<file path="src/frame_dma_defs.svh">
// Overview of operation
// - Sticky per-channel frame event flag, four bits, held until software clears.
// - Frame flag reaches interrupt only when its enable is set; enables reset zero.
// - Sticky per-channel tagged-descriptor event flag, four bits, held until cleared.
// - Tagged flag reaches interrupt only when its enable is set; enables reset zero.
// - Channel interrupt enable gates link, frame, tagged events; resets to all ones.
// - Fault flag reaches interrupt whenever channel interrupt enable is set.
// - Read-only vector shows interrupting channels; zero after reset.
// - Status-in-buffer: completion word goes to buffer pointer, not descriptor.
// - Status-in-buffer: buffer pointer advanced by four on load, data placed after.
// - Status-in-buffer: previous link readback holds buffer pointer; not a link.
// - Strict priority across all channels via two-bit field, reset zero.
// - Extraction channels with data take highest priority among such channels.
// - Equal priority: higher channel number wins, so injection beats extraction.
// - Stop-on-done disables channel after completing any descriptor.
// - Stop-on-end-of-frame disables channel after completing descriptor with EOF.
// - Auto stop: write back completion, then disable with link event same cycle.
// - Backpressure when FIFO holds watermark plus one or more; watermark resets 14.
// - Sticky link-pointer event flags, four bits, gated by enable resetting zero.
// - Sticky fault flags, four bits, set when a run-time check fails.
// - Two injection and two extraction channels, numbered zero to three.
`ifndef FRAME_DMA_DEFS_SVH
`define FRAME_DMA_DEFS_SVH

// Channel count and roles
`define NUM_CH 4
`define NUM_XTR 2

// Register byte offsets
`define OFS_LNK_FLAGS 12'h000
`define OFS_LNK_ENA 12'h004
`define OFS_FRAME_FLAGS 12'h008
`define OFS_FRAME_ENA 12'h00C
`define OFS_TAG_FLAGS 12'h010
`define OFS_TAG_ENA 12'h014
`define OFS_ERR_FLAGS 12'h018
`define OFS_IRQ_ENA 12'h01C
`define OFS_IDENT 12'h020
`define OFS_GCFG 12'h024
`define OFS_CH_ENABLE 12'h028
`define OFS_CH_CFG0 12'h030
`define OFS_PREV_PTR0 12'h040

// Field positions of the global config
`define GCFG_WM_LSB 7
`define GCFG_WM_MSB 11
`define GCFG_RSVD_LSB 3
`define GCFG_RSVD_MSB 6

// Reset values
`define RST_IRQ_ENA 4'hF
`define RST_WM 5'h0E
`define RST_RSVD 4'h9

// Layout of a descriptor and buffer
`define STAT_WORD_OFS 32'h0000_000C
`define STAT_IN_BUF_BYTES 32'h0000_0004

`endif

</file>
<file path="src/frame_dma_pkg.sv">
`include "frame_dma_defs.svh"
package frame_dma_pkg;

  // Sticky flag bank
  typedef struct packed {
    logic [`NUM_CH-1:0] flags;
  } sticky_state_t;

  // Per-channel config, bit 4 down to bit 0
  typedef struct packed {
    logic sib;
    logic [1:0] prio;
    logic stop_done;
    logic stop_eof;
  } ch_cfg_t;

  // Whole state of the top module
  typedef struct packed {
    logic [`NUM_CH-1:0] lnk_ena;
    logic [`NUM_CH-1:0] frame_ena;
    logic [`NUM_CH-1:0] tag_ena;
    logic [`NUM_CH-1:0] irq_ena;
    logic [`NUM_CH-1:0] ch_enable;
    ch_cfg_t [`NUM_CH-1:0] ch_cfg;
    logic [4:0] wm;
    logic [3:0] gcfg_rsvd;
    logic [`NUM_CH-1:0][31:0] prev_ptr;
    logic [31:0] data_addr;
    logic [31:0] stat_addr;
    logic [1:0] load_ch;
    logic [31:0] rdata;
  } top_state_t;

endpackage

</file>
<file path="src/arb_if.sv">
`timescale 1ns/10ps
`include "frame_dma_defs.svh"
interface arb_if;
  logic [`NUM_CH-1:0] req;
  logic [`NUM_CH-1:0][1:0] prio;
  logic [`NUM_CH-1:0] grant;
  modport arb (input req, input prio, output grant);
  modport user (output req, output prio, input grant);
endinterface

</file>
<file path="src/frame_dma_engine.sv">
`timescale 1ns/10ps
`include "frame_dma_defs.svh"
module frame_dma_engine import frame_dma_pkg::*; (
  // Clock and reset
  input wire logic core_clk,
  input wire logic reset,
  // APB slave
  input wire logic [11:0] paddr,
  input wire logic psel,
  input wire logic penable,
  input wire logic pwrite,
  input wire logic [31:0] pwdata,
  output logic [31:0] prdata,
  output logic pready,
  output logic pslverr,
  // Channel events from the transfer logic
  input wire logic [`NUM_CH-1:0] frame_event,
  input wire logic [`NUM_CH-1:0] tagged_descriptor_event,
  input wire logic [`NUM_CH-1:0] link_pointer_event,
  input wire logic [`NUM_CH-1:0] fault_event,
  // Descriptor completion, after the completion word is written back
  input wire logic [`NUM_CH-1:0] desc_done,
  input wire logic [`NUM_CH-1:0] desc_done_eof,
  // Descriptor load
  input wire logic desc_load,
  input wire logic [1:0] desc_load_ch,
  input wire logic [31:0] desc_addr,
  input wire logic [31:0] buffer_pointer,
  output logic [31:0] data_start_addr,
  output logic [31:0] status_word_addr,
  output logic [1:0] load_ch,
  // Channel service requests toward the queuing system
  input wire logic [`NUM_CH-1:0] channel_req,
  output logic [`NUM_CH-1:0] channel_grant,
  output logic [`NUM_CH-1:0] channel_enabled,
  // Injection resync FIFO
  input wire logic [5:0] inj_fifo_level,
  output logic bus_backpressure,
  // Interrupt
  output logic [`NUM_CH-1:0] interrupting_channels,
  output logic irq
);
  top_state_t s_r, s_nxt;
  logic [`NUM_CH-1:0] lnk_flags, frame_flags, tag_flags, err_flags;
  logic [`NUM_CH-1:0] lnk_clr, frame_clr, tag_clr, err_clr;
  logic [`NUM_CH-1:0] lnk_set, auto_stop, ident;
  logic wr_en, rd_setup, hit;
  logic [31:0] rd_val;
  logic [`NUM_CH-1:0] w1c;
  arb_if arb_bus ();

  // Zero wait state slave; writes land at the access edge
  assign pready = 1'b1;
  assign wr_en = psel && penable && pwrite;
  assign rd_setup = psel && !penable && !pwrite;
  assign pslverr = psel && penable && !hit;
  assign w1c = pwdata[`NUM_CH-1:0];

  // Address decode and read mux
  always_comb begin
    hit = 1'b1;
    rd_val = 32'h0000_0000;
    case (paddr)
      `OFS_LNK_FLAGS: rd_val[`NUM_CH-1:0] = lnk_flags;
      `OFS_LNK_ENA: rd_val[`NUM_CH-1:0] = s_r.lnk_ena;
      `OFS_FRAME_FLAGS: rd_val[`NUM_CH-1:0] = frame_flags;
      `OFS_FRAME_ENA: rd_val[`NUM_CH-1:0] = s_r.frame_ena;
      `OFS_TAG_FLAGS: rd_val[`NUM_CH-1:0] = tag_flags;
      `OFS_TAG_ENA: rd_val[`NUM_CH-1:0] = s_r.tag_ena;
      `OFS_ERR_FLAGS: rd_val[`NUM_CH-1:0] = err_flags;
      `OFS_IRQ_ENA: rd_val[`NUM_CH-1:0] = s_r.irq_ena;
      `OFS_IDENT: rd_val[`NUM_CH-1:0] = ident;
      `OFS_CH_ENABLE: rd_val[`NUM_CH-1:0] = s_r.ch_enable;
      `OFS_GCFG: begin
        rd_val[`GCFG_WM_MSB:`GCFG_WM_LSB] = s_r.wm;
        rd_val[`GCFG_RSVD_MSB:`GCFG_RSVD_LSB] = s_r.gcfg_rsvd;
      end
      default: begin
        hit = 1'b0;
        for (int i = 0; i < `NUM_CH; i++) begin
          if (paddr == `OFS_CH_CFG0 + 12'(4 * i)) begin
            hit = 1'b1;
            rd_val[4:0] = s_r.ch_cfg[i];
          end
          if (paddr == `OFS_PREV_PTR0 + 12'(4 * i)) begin
            hit = 1'b1;
            rd_val = s_r.prev_ptr[i];
          end
        end
      end
    endcase
  end

  // Clear strobes for the W1C banks
  always_comb begin
    lnk_clr = '0;
    frame_clr = '0;
    tag_clr = '0;
    err_clr = '0;
    if (wr_en) begin
      if (paddr == `OFS_LNK_FLAGS) lnk_clr = w1c;
      if (paddr == `OFS_FRAME_FLAGS) frame_clr = w1c;
      if (paddr == `OFS_TAG_FLAGS) tag_clr = w1c;
      if (paddr == `OFS_ERR_FLAGS) err_clr = w1c;
    end
  end

  // Auto stop only after the completion word is already written back
  always_comb begin
    for (int i = 0; i < `NUM_CH; i++) begin
      auto_stop[i] = s_r.ch_enable[i] && desc_done[i] &&
        (s_r.ch_cfg[i].stop_done ||
         (s_r.ch_cfg[i].stop_eof && desc_done_eof[i]));
    end
    lnk_set = link_pointer_event | auto_stop;
  end

  // Event flag banks, one per event kind
  sticky_flags u_lnk (
    .core_clk(core_clk),
    .reset(reset),
    .set(lnk_set),
    .clr(lnk_clr),
    .flags(lnk_flags)
  );
  sticky_flags u_frame (
    .core_clk(core_clk),
    .reset(reset),
    .set(frame_event),
    .clr(frame_clr),
    .flags(frame_flags)
  );
  sticky_flags u_tag (
    .core_clk(core_clk),
    .reset(reset),
    .set(tagged_descriptor_event),
    .clr(tag_clr),
    .flags(tag_flags)
  );
  sticky_flags u_err (
    .core_clk(core_clk),
    .reset(reset),
    .set(fault_event),
    .clr(err_clr),
    .flags(err_flags)
  );

  // Interrupt gating; faults bypass the per-event enables
  assign ident = s_r.irq_ena & (err_flags |
    (lnk_flags & s_r.lnk_ena) |
    (frame_flags & s_r.frame_ena) |
    (tag_flags & s_r.tag_ena));
  assign interrupting_channels = ident;
  assign irq = |ident;

  // Arbitration over enabled, requesting channels
  always_comb begin
    arb_bus.req = channel_req & s_r.ch_enable;
    for (int i = 0; i < `NUM_CH; i++) begin
      arb_bus.prio[i] = s_r.ch_cfg[i].prio;
    end
  end
  prio_arbiter u_arb (
    .bus(arb_bus)
  );
  assign channel_grant = arb_bus.grant;

  // Backpressure compares against watermark plus one
  assign bus_backpressure =
    ({1'h0, inj_fifo_level} >= ({2'h0, s_r.wm} + 7'h01));

  // Register writes, descriptor load and read capture
  always_comb begin
    s_nxt = s_r;
    if (wr_en) begin
      case (paddr)
        `OFS_LNK_ENA: s_nxt.lnk_ena = pwdata[`NUM_CH-1:0];
        `OFS_FRAME_ENA: s_nxt.frame_ena = pwdata[`NUM_CH-1:0];
        `OFS_TAG_ENA: s_nxt.tag_ena = pwdata[`NUM_CH-1:0];
        `OFS_IRQ_ENA: s_nxt.irq_ena = pwdata[`NUM_CH-1:0];
        `OFS_GCFG: begin
          s_nxt.wm = pwdata[`GCFG_WM_MSB:`GCFG_WM_LSB];
          s_nxt.gcfg_rsvd = pwdata[`GCFG_RSVD_MSB:`GCFG_RSVD_LSB];
        end
        default: begin
          for (int i = 0; i < `NUM_CH; i++) begin
            if (paddr == `OFS_CH_CFG0 + 12'(4 * i)) begin
              s_nxt.ch_cfg[i] = pwdata[4:0];
            end
          end
        end
      endcase
    end
    // Software enable write overrides a stop in the same cycle
    if (wr_en && paddr == `OFS_CH_ENABLE) begin
      s_nxt.ch_enable = pwdata[`NUM_CH-1:0];
    end else begin
      s_nxt.ch_enable = s_r.ch_enable & ~auto_stop;
    end
    if (desc_load) begin
      s_nxt.load_ch = desc_load_ch;
      if (s_r.ch_cfg[desc_load_ch].sib) begin
        s_nxt.stat_addr = buffer_pointer;
        s_nxt.data_addr = buffer_pointer + `STAT_IN_BUF_BYTES;
        s_nxt.prev_ptr[desc_load_ch] = buffer_pointer;
      end else begin
        s_nxt.stat_addr = desc_addr + `STAT_WORD_OFS;
        s_nxt.data_addr = buffer_pointer;
        s_nxt.prev_ptr[desc_load_ch] = desc_addr;
      end
    end
    // Read data sampled in setup so it stands through access
    if (rd_setup) begin
      s_nxt.rdata = rd_val;
    end
  end

  // Single state register
  always_ff @(posedge core_clk) begin
    if (reset) begin
      s_r <= '0;
      s_r.irq_ena <= `RST_IRQ_ENA;
      s_r.wm <= `RST_WM;
      s_r.gcfg_rsvd <= `RST_RSVD;
    end else begin
      s_r <= s_nxt;
    end
  end

  assign prdata = s_r.rdata;
  assign data_start_addr = s_r.data_addr;
  assign status_word_addr = s_r.stat_addr;
  assign load_ch = s_r.load_ch;
  assign channel_enabled = s_r.ch_enable;
endmodule // frame_dma_engine

</file>
<file path="src/sticky_flags.sv">
`timescale 1ns/10ps
`include "frame_dma_defs.svh"
module sticky_flags import frame_dma_pkg::*; (
  // Clock and reset
  input wire logic core_clk,
  input wire logic reset,
  // Event and clear strobes
  input wire logic [`NUM_CH-1:0] set,
  input wire logic [`NUM_CH-1:0] clr,
  // Current flags
  output logic [`NUM_CH-1:0] flags
);
  sticky_state_t s_r, s_nxt;

  // Set has the last word so an event during a clear survives
  always_comb begin
    s_nxt = s_r;
    s_nxt.flags = (s_r.flags & ~clr) | set;
  end

  always_ff @(posedge core_clk) begin
    if (reset) begin
      s_r <= '0;
    end else begin
      s_r <= s_nxt;
    end
  end

  assign flags = s_r.flags;
endmodule // sticky_flags

</file>
<file path="src/prio_arbiter.sv">
`timescale 1ns/10ps
`include "frame_dma_defs.svh"
module prio_arbiter import frame_dma_pkg::*; (
  // Requests, priorities and grant
  arb_if.arb bus
);
  logic [1:0] xtr_max;
  logic [`NUM_CH-1:0][1:0] eff;
  logic [1:0] best;
  logic found;

  // Pure combinational pick; no state kept
  always_comb begin
    xtr_max = 2'h0;
    for (int i = 0; i < `NUM_XTR; i++) begin
      if (bus.req[i] && bus.prio[i] > xtr_max) begin
        xtr_max = bus.prio[i];
      end
    end
    for (int i = 0; i < `NUM_CH; i++) begin
      eff[i] = (i < `NUM_XTR) ? xtr_max : bus.prio[i];
    end
    best = 2'h0;
    found = 1'b0;
    bus.grant = '0;
    // Ascending scan with >= lets higher numbers win ties
    for (int i = 0; i < `NUM_CH; i++) begin
      if (bus.req[i] && (!found || eff[i] >= best)) begin
        best = eff[i];
        found = 1'b1;
        bus.grant = '0;
        bus.grant[i] = 1'b1;
      end
    end
  end
endmodule // prio_arbiter

</file>
<file path="config.mk">
export PLATFORM = sky130hd
export DESIGN_NAME = frame_dma_engine
export DESIGN_NICKNAME = d
export VERILOG_FILES = /design/src/frame_dma_pkg.sv /design/src/arb_if.sv /design/src/frame_dma_engine.sv /design/src/sticky_flags.sv /design/src/prio_arbiter.sv
export VERILOG_INCLUDE_DIRS = /design/src /design/src/src
export SDC_FILE = /design/constraint.sdc
export NUM_CORES = 1
export LEC_CHECK = 0
export ABC_AREA = 1
export ABC_CLOCK_PERIOD_IN_PS = 6400
export BUFFER_PORTS_ARGS = -buffer_cell sky130_fd_sc_hd__buf_2
export CAP_MARGIN = 20
export CORE_UTILIZATION = 52
export DETAILED_ROUTE_END_ITERATION = 6
export PLACE_DENSITY = 0.83
export SETUP_SLACK_MARGIN = 0.1
export SYNTH_ARGS = -nofsm -noshare
export SYNTH_HDL_FRONTEND = slang
export SYNTH_SLANG_ARGS = --single-unit
export TNS_END_PERCENT = 100
</file>
<file path="constraint.sdc">
create_clock -name core_clk -period 6.4 [get_ports core_clk]
set_input_delay 1.92 -clock core_clk [delete_from_list [all_inputs] [get_ports core_clk]]
set_output_delay 1.92 -clock core_clk [all_outputs]
set_load 0.005 [all_outputs]
</file>
* Word-level counts from Yosys, hierarchy flattened
Cells that the tools add are included.
** Cells by class
- Add/sub/neg operators :: 3
- $mul :: 0
- Div/mod/pow operators :: 0
- Magnitude comparators :: 8
- Eq/ne operators :: 18
- Shift-type cells :: 0
- Mux-type cells :: 50
- Bitwise operators :: 24
- Reductions and logical operators :: 51
** Operators by type and width (number)
- bitwise mux 128 bit :: 2
- two-way mux 192 bit :: 1
- two-way mux 32 bit :: 6
- equality test 12 x 6 -> 1 bit, second input constant :: 7
- demux 32 bit (select 2 bit) :: 1
- equality test 12 x 5 -> 1 bit, second input constant :: 4
- equality test 12 x 7 -> 1 bit, second input constant :: 4
- AND 4 bit :: 10
- two-way mux 4 bit :: 10
- one-hot mux 3 bit (11 select lines) :: 1
- adder 32 x 3 -> 32 bit, second input constant :: 1
- adder 32 x 4 -> 32 bit, second input constant :: 1
- bitwise OR 4 bit :: 8
- two-way mux 5 bit :: 5
- equality test 12 x 4 -> 1 bit, second input constant :: 2
- logical AND 1 bit :: 24
- two-way mux 20 bit :: 1
- inverter 4 bit :: 5
- one-hot mux 8 bit (2 select lines) :: 1
- two-way mux 1 bit :: 13
- equality test 12 x 3 -> 1 bit, second input constant :: 1
- zero test 12 bit :: 1
- two-way mux 2 bit :: 6
- AND reduction 3 bit :: 4
- 18 further kinds :: 35
** Word-level totals
- Bits in registers :: 291
- Bits in latches :: 0
- Memory bits (writable) :: 0
- Bits in read-only memories :: 0
- Bits of input ports :: 150
- Output and inout bits :: 114
- Logic and storage cells :: 189
- Memories kept :: 0

* Longest topological paths before layout
Gate-level depths: netlist of run 1.
- Depth after elaboration :: 19
- Depth in mapped cells :: 22

* Hierarchy
Synthesis of run 1 repeated with hierarchy kept, for this count alone.
** Second synthesis, totals
- Cell total of the unflattened synthesis :: 2511
- Area, all modules :: 16443.3 um^2
** By module, submodules not included
- frame_dma_engine :: instances 1, cells an instance 2377, area an instance 15579.9 um^2, sequential area each 5505.3 um^2
- sticky_flags :: instances 4, cells an instance 20, area an instance 145.1 um^2, sequential area each 80.1 um^2
- prio_arbiter :: instances 1, cells an instance 54, area an instance 282.8 um^2, sequential area each 0.0 um^2

* Least setup slack after synthesis of run 1
No wires, ideal clock.
- Path kind :: in2out
- Start point :: input channel_req[0]
- End point :: output channel_grant[0]
- Arrival :: 4.470 ns
- Required time :: 4.480 ns
- Slack :: 0.010 ns
- Cell stages on the path :: 20
- Path buffers :: 0
- Cell sequence :: nand2_1 inv_1 nand2_1 ha_1 inv_1 nor2_1 o21ai_0 o21ai_0 ha_1 o21ai_0 a31oi_1 inv_1 nand2_1 o21ai_0 ha_1 inv_1 nand2_1 a21oi_1 a21oi_1 nor3_1
** Between the ends
- Cells in the longest elaborated chain, start to end :: 19
** RTL lines
- start: declaration :: RTL line frame_dma_engine.sv:33 : input wire logic [`NUM_CH-1:0] channel_req,
- AND 4 bit * :: RTL line frame_dma_engine.sv:158 : arb_bus.req = channel_req & s_r.ch_enable;
- logical AND 1 bit :: RTL line prio_arbiter.sv:16 : if (bus.req[i] && bus.prio[i] > xtr_max) begin
- two-way mux 2 bit :: RTL line prio_arbiter.sv:16
- > comparator 2 bit :: RTL line prio_arbiter.sv:16
- logical AND 1 bit :: RTL line prio_arbiter.sv:16
- two-way mux 2 bit :: RTL line prio_arbiter.sv:16
- two-way mux 2 bit :: RTL line prio_arbiter.sv:28 : if (bus.req[i] && (!found || eff[i] >= best)) begin
- greater-or-equal comparator 2 bit :: RTL line prio_arbiter.sv:28
- (+3 left out)
- greater-or-equal comparator 2 bit / zero test 1 bit (equally long branches) :: RTL line prio_arbiter.sv:28
- logical OR 1 bit :: RTL line prio_arbiter.sv:28
- logical AND 1 bit :: RTL line prio_arbiter.sv:28
- two-way mux 2 bit / two-way mux 1 bit (equally long branches) :: RTL line prio_arbiter.sv:28
- greater-or-equal comparator 2 bit / zero test 1 bit (equally long branches) :: RTL line prio_arbiter.sv:28
- logical OR 1 bit :: RTL line prio_arbiter.sv:28
- logical AND 1 bit :: RTL line prio_arbiter.sv:28
- two-way mux 4 bit * :: RTL line prio_arbiter.sv:28
- end: declaration :: RTL line frame_dma_engine.sv:34 : output logic [`NUM_CH-1:0] channel_grant,
Mark *: on every way between the ends. The rest lies on a longest branch, timed or not.

* Final worst setup path of run 1
Same ends and word-level chain as after synthesis.

==> flow_summary_export.csv, run 1 <==
group,metric,value,unit
layout,nets,2707,
synthesis,syn-mean-instance-area,6.56,um^2
synthesis,synth.area.mux_share,0.00124,
sta,drv_slew,0,
grt,grt_pass1_wl,78.0,mm
synthesis,synthXorXnorAreaFrac,0.0152,
pwr,vdd_ir_drop_max,0.205,mV
synthesis,yosys.cell_types.count,50,
synthesis,synth_top_family_by_area,"simple AND/OR/NAND/NOR gates",
layout,drive_gt1_frac,0.148,
pwr,power_density,236,mW/mm^2
synthesis,syn_nets,2616,
critical_path,arrival,4.50,ns
grt,overflow,0,
synthesis,synth_flop_cell,"dfxtp_1",
sta,setup_slack,-0.0200,ns
critical_path,crit_path_end_kind,"output pin",
grt,grt_max_degree,110,
worst_hold_path,hold_class,"reg -> reg",
pwr,p_leak,8.95,nW
placed_design,place_inst,2902,
status,status,"finished with violations",
layout,layoutNonFillerInstCount,2959,
grt,antenna_found_initial,3,
placed_design,place_congestion,0.953,
critical_path,cp_max_fo,5,
detailed_routing,routed_via_density,5.51,
critical_path,critical_path_class,"in -> out",
clock_tree,cts_max_level,1,
floorplanning,die_w,178,um
synthesis,synth_fa_ha_area_frac,0.0117,
detailed_routing,wl_per_cell,16.9,um
detailed_routing,drc,0,
floorplanning,design.core.area,0.0305,mm^2
clock_tree,numCtsBuffers,31,
status,failed_checks,"negative setup slack",
clock_tree,cts_root_buf,"clkbuf_16",
clock_tree,cts_hold_buf,0,
grt,grt_pass1_vias,14995,
synthesis,synth_edf_count,0,
detailed_routing,wl,49.9,mm
synthesis,post-synth-top-area-fraction,0.362,
sta,min_period_over_period,1.00,
clock_tree,clock_latency,0.56,ns
clock_tree,cts_tree,"yes",
synthesis,yosys-top-cells-area,"dfxtp_1 (36%), nand2_1 (9.8%), inv_1 (8.9%)",
synthesis,synthCells,2451,
sta,timing.slew.headroom,0.274,
synthesis,synth_compound_area_frac,0.195,
floorplanning,die_h,178,um
layout,fillCellCount,2864,
sta,finalSetupViolations,1,
synthesis,synth-simple-area-share,0.247,
clock_tree,clk_path_buf_depth,3,
sta,rsz0062_at_grt,"yes",
layout,synthToLayoutAreaGrowth,11.8,%
detailed_routing,ant_nets,0,
flow_run,cap_violations,0,
synthesis,syn_area,0.0161,mm^2
detailed_routing,dr.pass1.iters,6,
floorplanning,die-area,0.0317,mm^2
floorplanning,rows,64,
synthesis,yosys_warnings,0,
placed_design,pre_cts_ws,-0.431,ns
grt,track_usage,0.310,
placed_design,io_buffers,242,
synthesis,ys_ff_latch,291,
synthesis,yosys.area.top_type,"dfxtp_1",
placed_design,place_hpwl,35.7,mm
sta,hold_viol_final,0,
clock_tree,cts.sinks,291,
sta,worstMarginPinSlew,1.09,ns
floorplanning,io_pins,264,
sta,fin_skew,0.0100,ns
clock_tree,path_clk_slew,0.06,ns
detailed_routing,drtIter0Drc,1700,
critical_path,cp.required,4.48,ns
detailed_routing,via_count,16311,
sta,fmax,156,MHz
synthesis,async_flop_share,0,
floorplanning,start_util,0.527,
critical_path,critPathLaunchType,"primary input",
sta,period_needed,6.42,ns
synthesis,yosysSeqAreaShare,0.362,
Yosys cell counts, types with 12 or more instances:
cell type	number
nor3_1	30
inv_1	382
nand4_1	35
dfxtp_1	291
buf_4	104
ha_1	15
o21ai_0	228
o21ai_1	45
o211ai_1	51
nand2_1	418
xor2_1	22
a21oi_1	173
buf_2	18
nor2_1	300
nand3_1	115
clkbuf_1	83
a31oi_1	25
o21bai_1	12
area by class of cell:
cell class,instances,area [um^2],area share
diodes,2,5.00,0.000278
clock inverters,12,188,0.0104
clock buffers,40,880,0.0489
flip-flops and latches,291,5830,0.324
well taps,396,495,0.0275
inverters,394,1480,0.0825
multi-input cells,1554,7670,0.427
repair buffers,270,1440,0.0800
what timing repair did:
item | CTS | global route
pin swaps | 14 | 14
setup endpoints to repair | 4 | 4
gates resized for setup | 19 | 8
buffers inserted | 3 | 0
critical path, stage by stage:
cell and delay, ns:
buf_6 0.09, nand2_4 0.09, inv_4 0.05, nand2_4 0.06, ha_4 0.20, a21oi_2 0.17
o21ai_4 0.10, nand2_1 0.08, o21ai_2 0.06, ha_1 0.28, o21ai_1 0.06, a31oi_1 0.17
inv_1 0.12, nand2_1 0.08, o21ai_1 0.06, ha_1 0.27, inv_1 0.05, nand2_1 0.05
a21oi_2 0.15, a21oi_2 0.10, nor3_1 0.16, buf_2 0.13
layout by cell type, fill, tap and decap left out, drive strengths merged, types with 5 or more instances in the layout:
| master | instances |
|---|---|
| xnor2 | 6 |
| clkinv | 6 |
| dfxtp | 291 |
| nand3 | 116 |
| nand4 | 35 |
| o22ai | 7 |
| o21a | 9 |
| nor3 | 33 |
| a31oi | 25 |
| xor2 | 22 |
| o21bai | 12 |
| clkbuf | 40 |
| a21oi | 173 |
| o221ai | 5 |
| ha | 15 |
| buf | 270 |
| nor4 | 7 |
| o211ai | 51 |
| nor2 | 310 |
| o21ai | 273 |
| bufinv | 5 |
| inv | 394 |
| nand2 | 429 |
routing by layer:
layer / routed length (um) / global-route usage
met5: 0 / 0
met4: 1460 / 0.106
met2: 22400 / 0.499
met1: 21200 / 0.416
met3: 4920 / 0.0563
report_power, final:
part	leakage (nW)	internal (W)	switching, W
Sequential	2.38	0.00189	0.0000406
Clock	0.529	0.00116	0.000740
Combinational	6.04	0.000145	0.000281
Total	8.95	0.00319	0.00106
state kept, by name, indices dropped and copies added (netlist names):
name              flops
arb_bus.prio          8
channel_enabled       4
data_start_addr      32
load_ch               2
prdata               32
s_r                 165
status_word_addr     32
u_err.flags           4
u_frame.flags         4
u_lnk.flags           4
u_tag.flags           4
stage by stage:
stage | area, um^2 | hold WS [ns] | util | total power [W] | TNS [ns]
finish | 18000 | 0.461 | 0.590 | 0.00425 | -0.0200
global route | 18000 | 0.476 | 0.590 | 0.00439 | -0.866
CTS | 17900 | 0.463 | 0.588 | 0.00426 | -0.290
detailed placement | 16800 | 0.449 | 0.550 | 0.00238 | -1.51
global placement | 16800 | 0.447 | 0.550 | 0.00237 | -1.25
floorplan | 16100 | 0.429 | - | 0.00224 | 0
worst paths after layout:
check / from / to / slack, ns / cells past startpoint
max: channel_req[0] / channel_grant[0] / -0.02 / 22
max reg2reg: s_r[254] / data_start_addr[18] / 3.77 / 14
min: prdata[26] / prdata[26] / 0.46 / 2
min reg2reg: prdata[26] / prdata[26] / 0.46 / 2
kinds of logic after synthesis:
group           after synthesis
simple gates                937
buf+inv                     606
compound gates              571
flops                       291
xor+xnor                     28
fa+ha+maj                    15
mux                           2
other cells                   1
(Power assumes the default switching activity.)
==> inputs of run 2 (changes only) <==
- BUFFER_PORTS_ARGS: -buffer_cell sky130_fd_sc_hd__buf_2 -> -buffer_cell sky130_fd_sc_hd__clkbuf_2
==> run 2 against run 1 <==
Compared with the run above:
- the flow still finishes with violations (negative setup slack)
- count of clock-buffer cells in the layout is 7 higher
- flip-flop and latch count stayed put
- routed wire length is 0.19% higher
- combinational power hardly changed
- non-clock buffer count stayed put
- worst setup slack worse by 0.015 ns
- die area stayed put
- final area is 0.51% higher
- clock skew is 0.0050 ns higher
- first-iteration DRC count is 6.5% lower
- clock power is 7% higher
- core utilization is 0.30 points higher
- critical endpoint is now channel_grant[1]
==> flow_summary_export.csv, run 2 (synthesized netlist as in run 1, its figures left out) <==
group,metric,value,unit
status,status,"finished with violations",
status,failed_checks,"negative setup slack",
grt,grt_pass1_wl,78.4,mm
grt,grt_max_degree,117,
critical_path,crit_path_end_kind,"output pin",
sta,setup_slack,-0.0351,ns
clock_tree,clk_path_buf_depth,3,
clock_tree,cts.sinks,291,
critical_path,arrival,4.52,ns
sta,fmax,155,MHz
sta,hold_viol_final,0,
sta,worstMarginPinSlew,1.11,ns
critical_path,cp.required,4.48,ns
pwr,clkPwrFrac,0.463,
floorplanning,die-area,0.0317,mm^2
flow_run,cap_violations,0,
placed_design,io_buffers,242,
sta,rsz0062_at_grt,"yes",
sta,timing.slew.headroom,0.260,
detailed_routing,routed_via_density,5.49,
placed_design,place_hpwl,35.9,mm
sta,finalSetupViolations,2,
detailed_routing,dr.pass1.iters,6,
floorplanning,start_util,0.527,
clock_tree,numCtsBuffers,34,
detailed_routing,wl,50.0,mm
sta,drv_slew,0,
layout,largest_register_ffs,165,
floorplanning,rows,64,
pwr,switching_power,0.00111,W
detailed_routing,wl_per_cell,16.9,um
clock_tree,clock_latency,0.52,ns
pwr,power_density,243,mW/mm^2
grt,track_usage,0.314,
clock_tree,cts_tree,"yes",
pwr,p_leak,8.95,nW
clock_tree,path_clk_slew,0.06,ns
critical_path,critPathMostFrequentCell,"ha_1",
floorplanning,die_w,178,um
sta,min_period_over_period,1.01,
detailed_routing,drtIter0Drc,1589,
clock_tree,cts_max_level,2,
floorplanning,design.core.area,0.0305,mm^2
grt,grt_pass1_vias,15102,
pwr,comb_power_share,0.097,
layout,synthToLayoutAreaGrowth,12.4,%
worst_hold_path,hold_class,"reg -> reg",
detailed_routing,via_count,16297,
layout,layoutNonFillerInstCount,2966,
layout,nets,2710,
critical_path,crit_path_cell_trace,"buf_6 -> nand2_4 -> nor2_1 -> ha_1 -> a21oi_2 -> o21ai_2 -> nand2_1 -> o21ai_2 -> ha_1 -> o21ai_1 -> a31oi_1 -> inv_1 -> nand2_1 -> o21ai_1 -> ha_1 -> inv_1 -> nand2_2 -> a21oi_2 -> a21oi_4 -> nor3_2 -> buf_2",
sta,fin_skew,0.0150,ns
layout,largest-register,"s_r",
critical_path,cp_max_fo,5,
pwr,vdd_ir_drop_max,0.206,mV
pwr,p_int,0.00328,W
critical_path,slowest_delay,0.28,ns
critical_path,rrSetupSlack,3.80,ns
detailed_routing,ant_nets,0,
sta,period_needed,6.44,ns
detailed_routing,drc,0,
layout,final_cell_mix,"nand2_1 (415), inv_1 (378), nor2_1 (298)",
floorplanning,die_h,178,um
floorplanning,io_pins,264,
placed_design,place_inst,2900,
critical_path,critical_path_class,"in -> out",
clock_tree,cts_root_buf,"clkbuf_16",
layout,final_common_cell,"nand2_1",
sta,holdWs,0.463,ns
pwr,p_sw_frac,0.253,
grt,overflow,0,
placed_design,place_congestion,0.941,
critical_path,slowest_stage,"ha_1",
grt,antenna_found_initial,0,
critical_path,critPathLaunchType,"primary input",
pwr,power,0.00440,W
layout,drive_gt1_frac,0.149,
pwr,pwr-share-seq,0.440,
==> run 2: changes by cell type in the layout (fill, tap and decap cells not counted), moves of 2 or more <==
cell / delta
nor2_4: -2
clkbuf_1: +3
buf_2: -236
buf_12: +2
clkbuf_2: +236
clkbuf_16: +4
==> run 2: layer usage <==
layer	part of all wire	wire length (um)	vias up	GRT usage
li1	-	-	7965	-
met1	0.42	20900	7459	0.411
met2	0.45	22400	763	0.507
met3	0.10	5000	110	0.0647
met4	0.035	1730	0	0.119
met5	0	0	-	0
==> run 2: final timing paths <==
kind / startpoint / endpoint / cells past startpoint
setup / recovery: channel_req[0] / channel_grant[1] / 21
hold / removal: prdata[30] / prdata[30] / 2
setup reg to reg: s_r[254] / data_start_addr[18] / 14
hold reg to reg: prdata[30] / prdata[30] / 2
==> run 2: what timing repair did <==
action / 4_1_cts / 5_1_grt
buffers inserted: 2 / 1
setup endpoints to repair: 4 / 4
hold buffers: 0 / 0
pin swaps: 15 / 10
gates resized for setup: 16 / 9
==> run 2: metrics by stage <==
step           instance area, um^2   util  TNS [ns]  worst slack [ns]
2_1_floorplan                16100      -         0             0.102
3_3_place_gp                 16800  0.550     -1.08            -0.302
3_5_place_dp                 16800  0.550     -1.27            -0.353
4_1_cts                      18000  0.590    -0.280            -0.101
5_1_grt                      18100  0.593    -0.827            -0.255
6_report                     18100  0.593   -0.0398           -0.0351
==> run 2: power groups by stage <==
stage	Combinational, W	Sequential, W	Clock, W
4_1_cts	0.000419	0.00193	0.00206
5_1_grt	0.000479	0.00194	0.00213
6_report	0.000427	0.00193	0.00204
2_1_floorplan	0.000287	0.00196	0
3_3_place_gp	0.000404	0.00197	0
3_5_place_dp	0.000415	0.00197	0
==> run 2: critical path, delay by kind of cell <==
| kind | cells | cell delay (ns) |
|---|---|---|
| buffers and inverters | 4 | 0.39 |
| AND/OR/NAND/NOR | 6 | 0.54 |
| adder cells (fa/ha/maj) | 3 | 0.80 |
| AO/OA/AOI/OAI | 8 | 0.84 |
==> run 2: cell type report <==
cell class	instances	area, um^2
fillers	2935	12400
multi-input cells	1554	7650
flip-flops and latches	291	5830
inverters	394	1480
repair buffers	270	1460
clock buffers	47	991
well taps	396	495
clock inverters	13	178
diodes	1	2.50
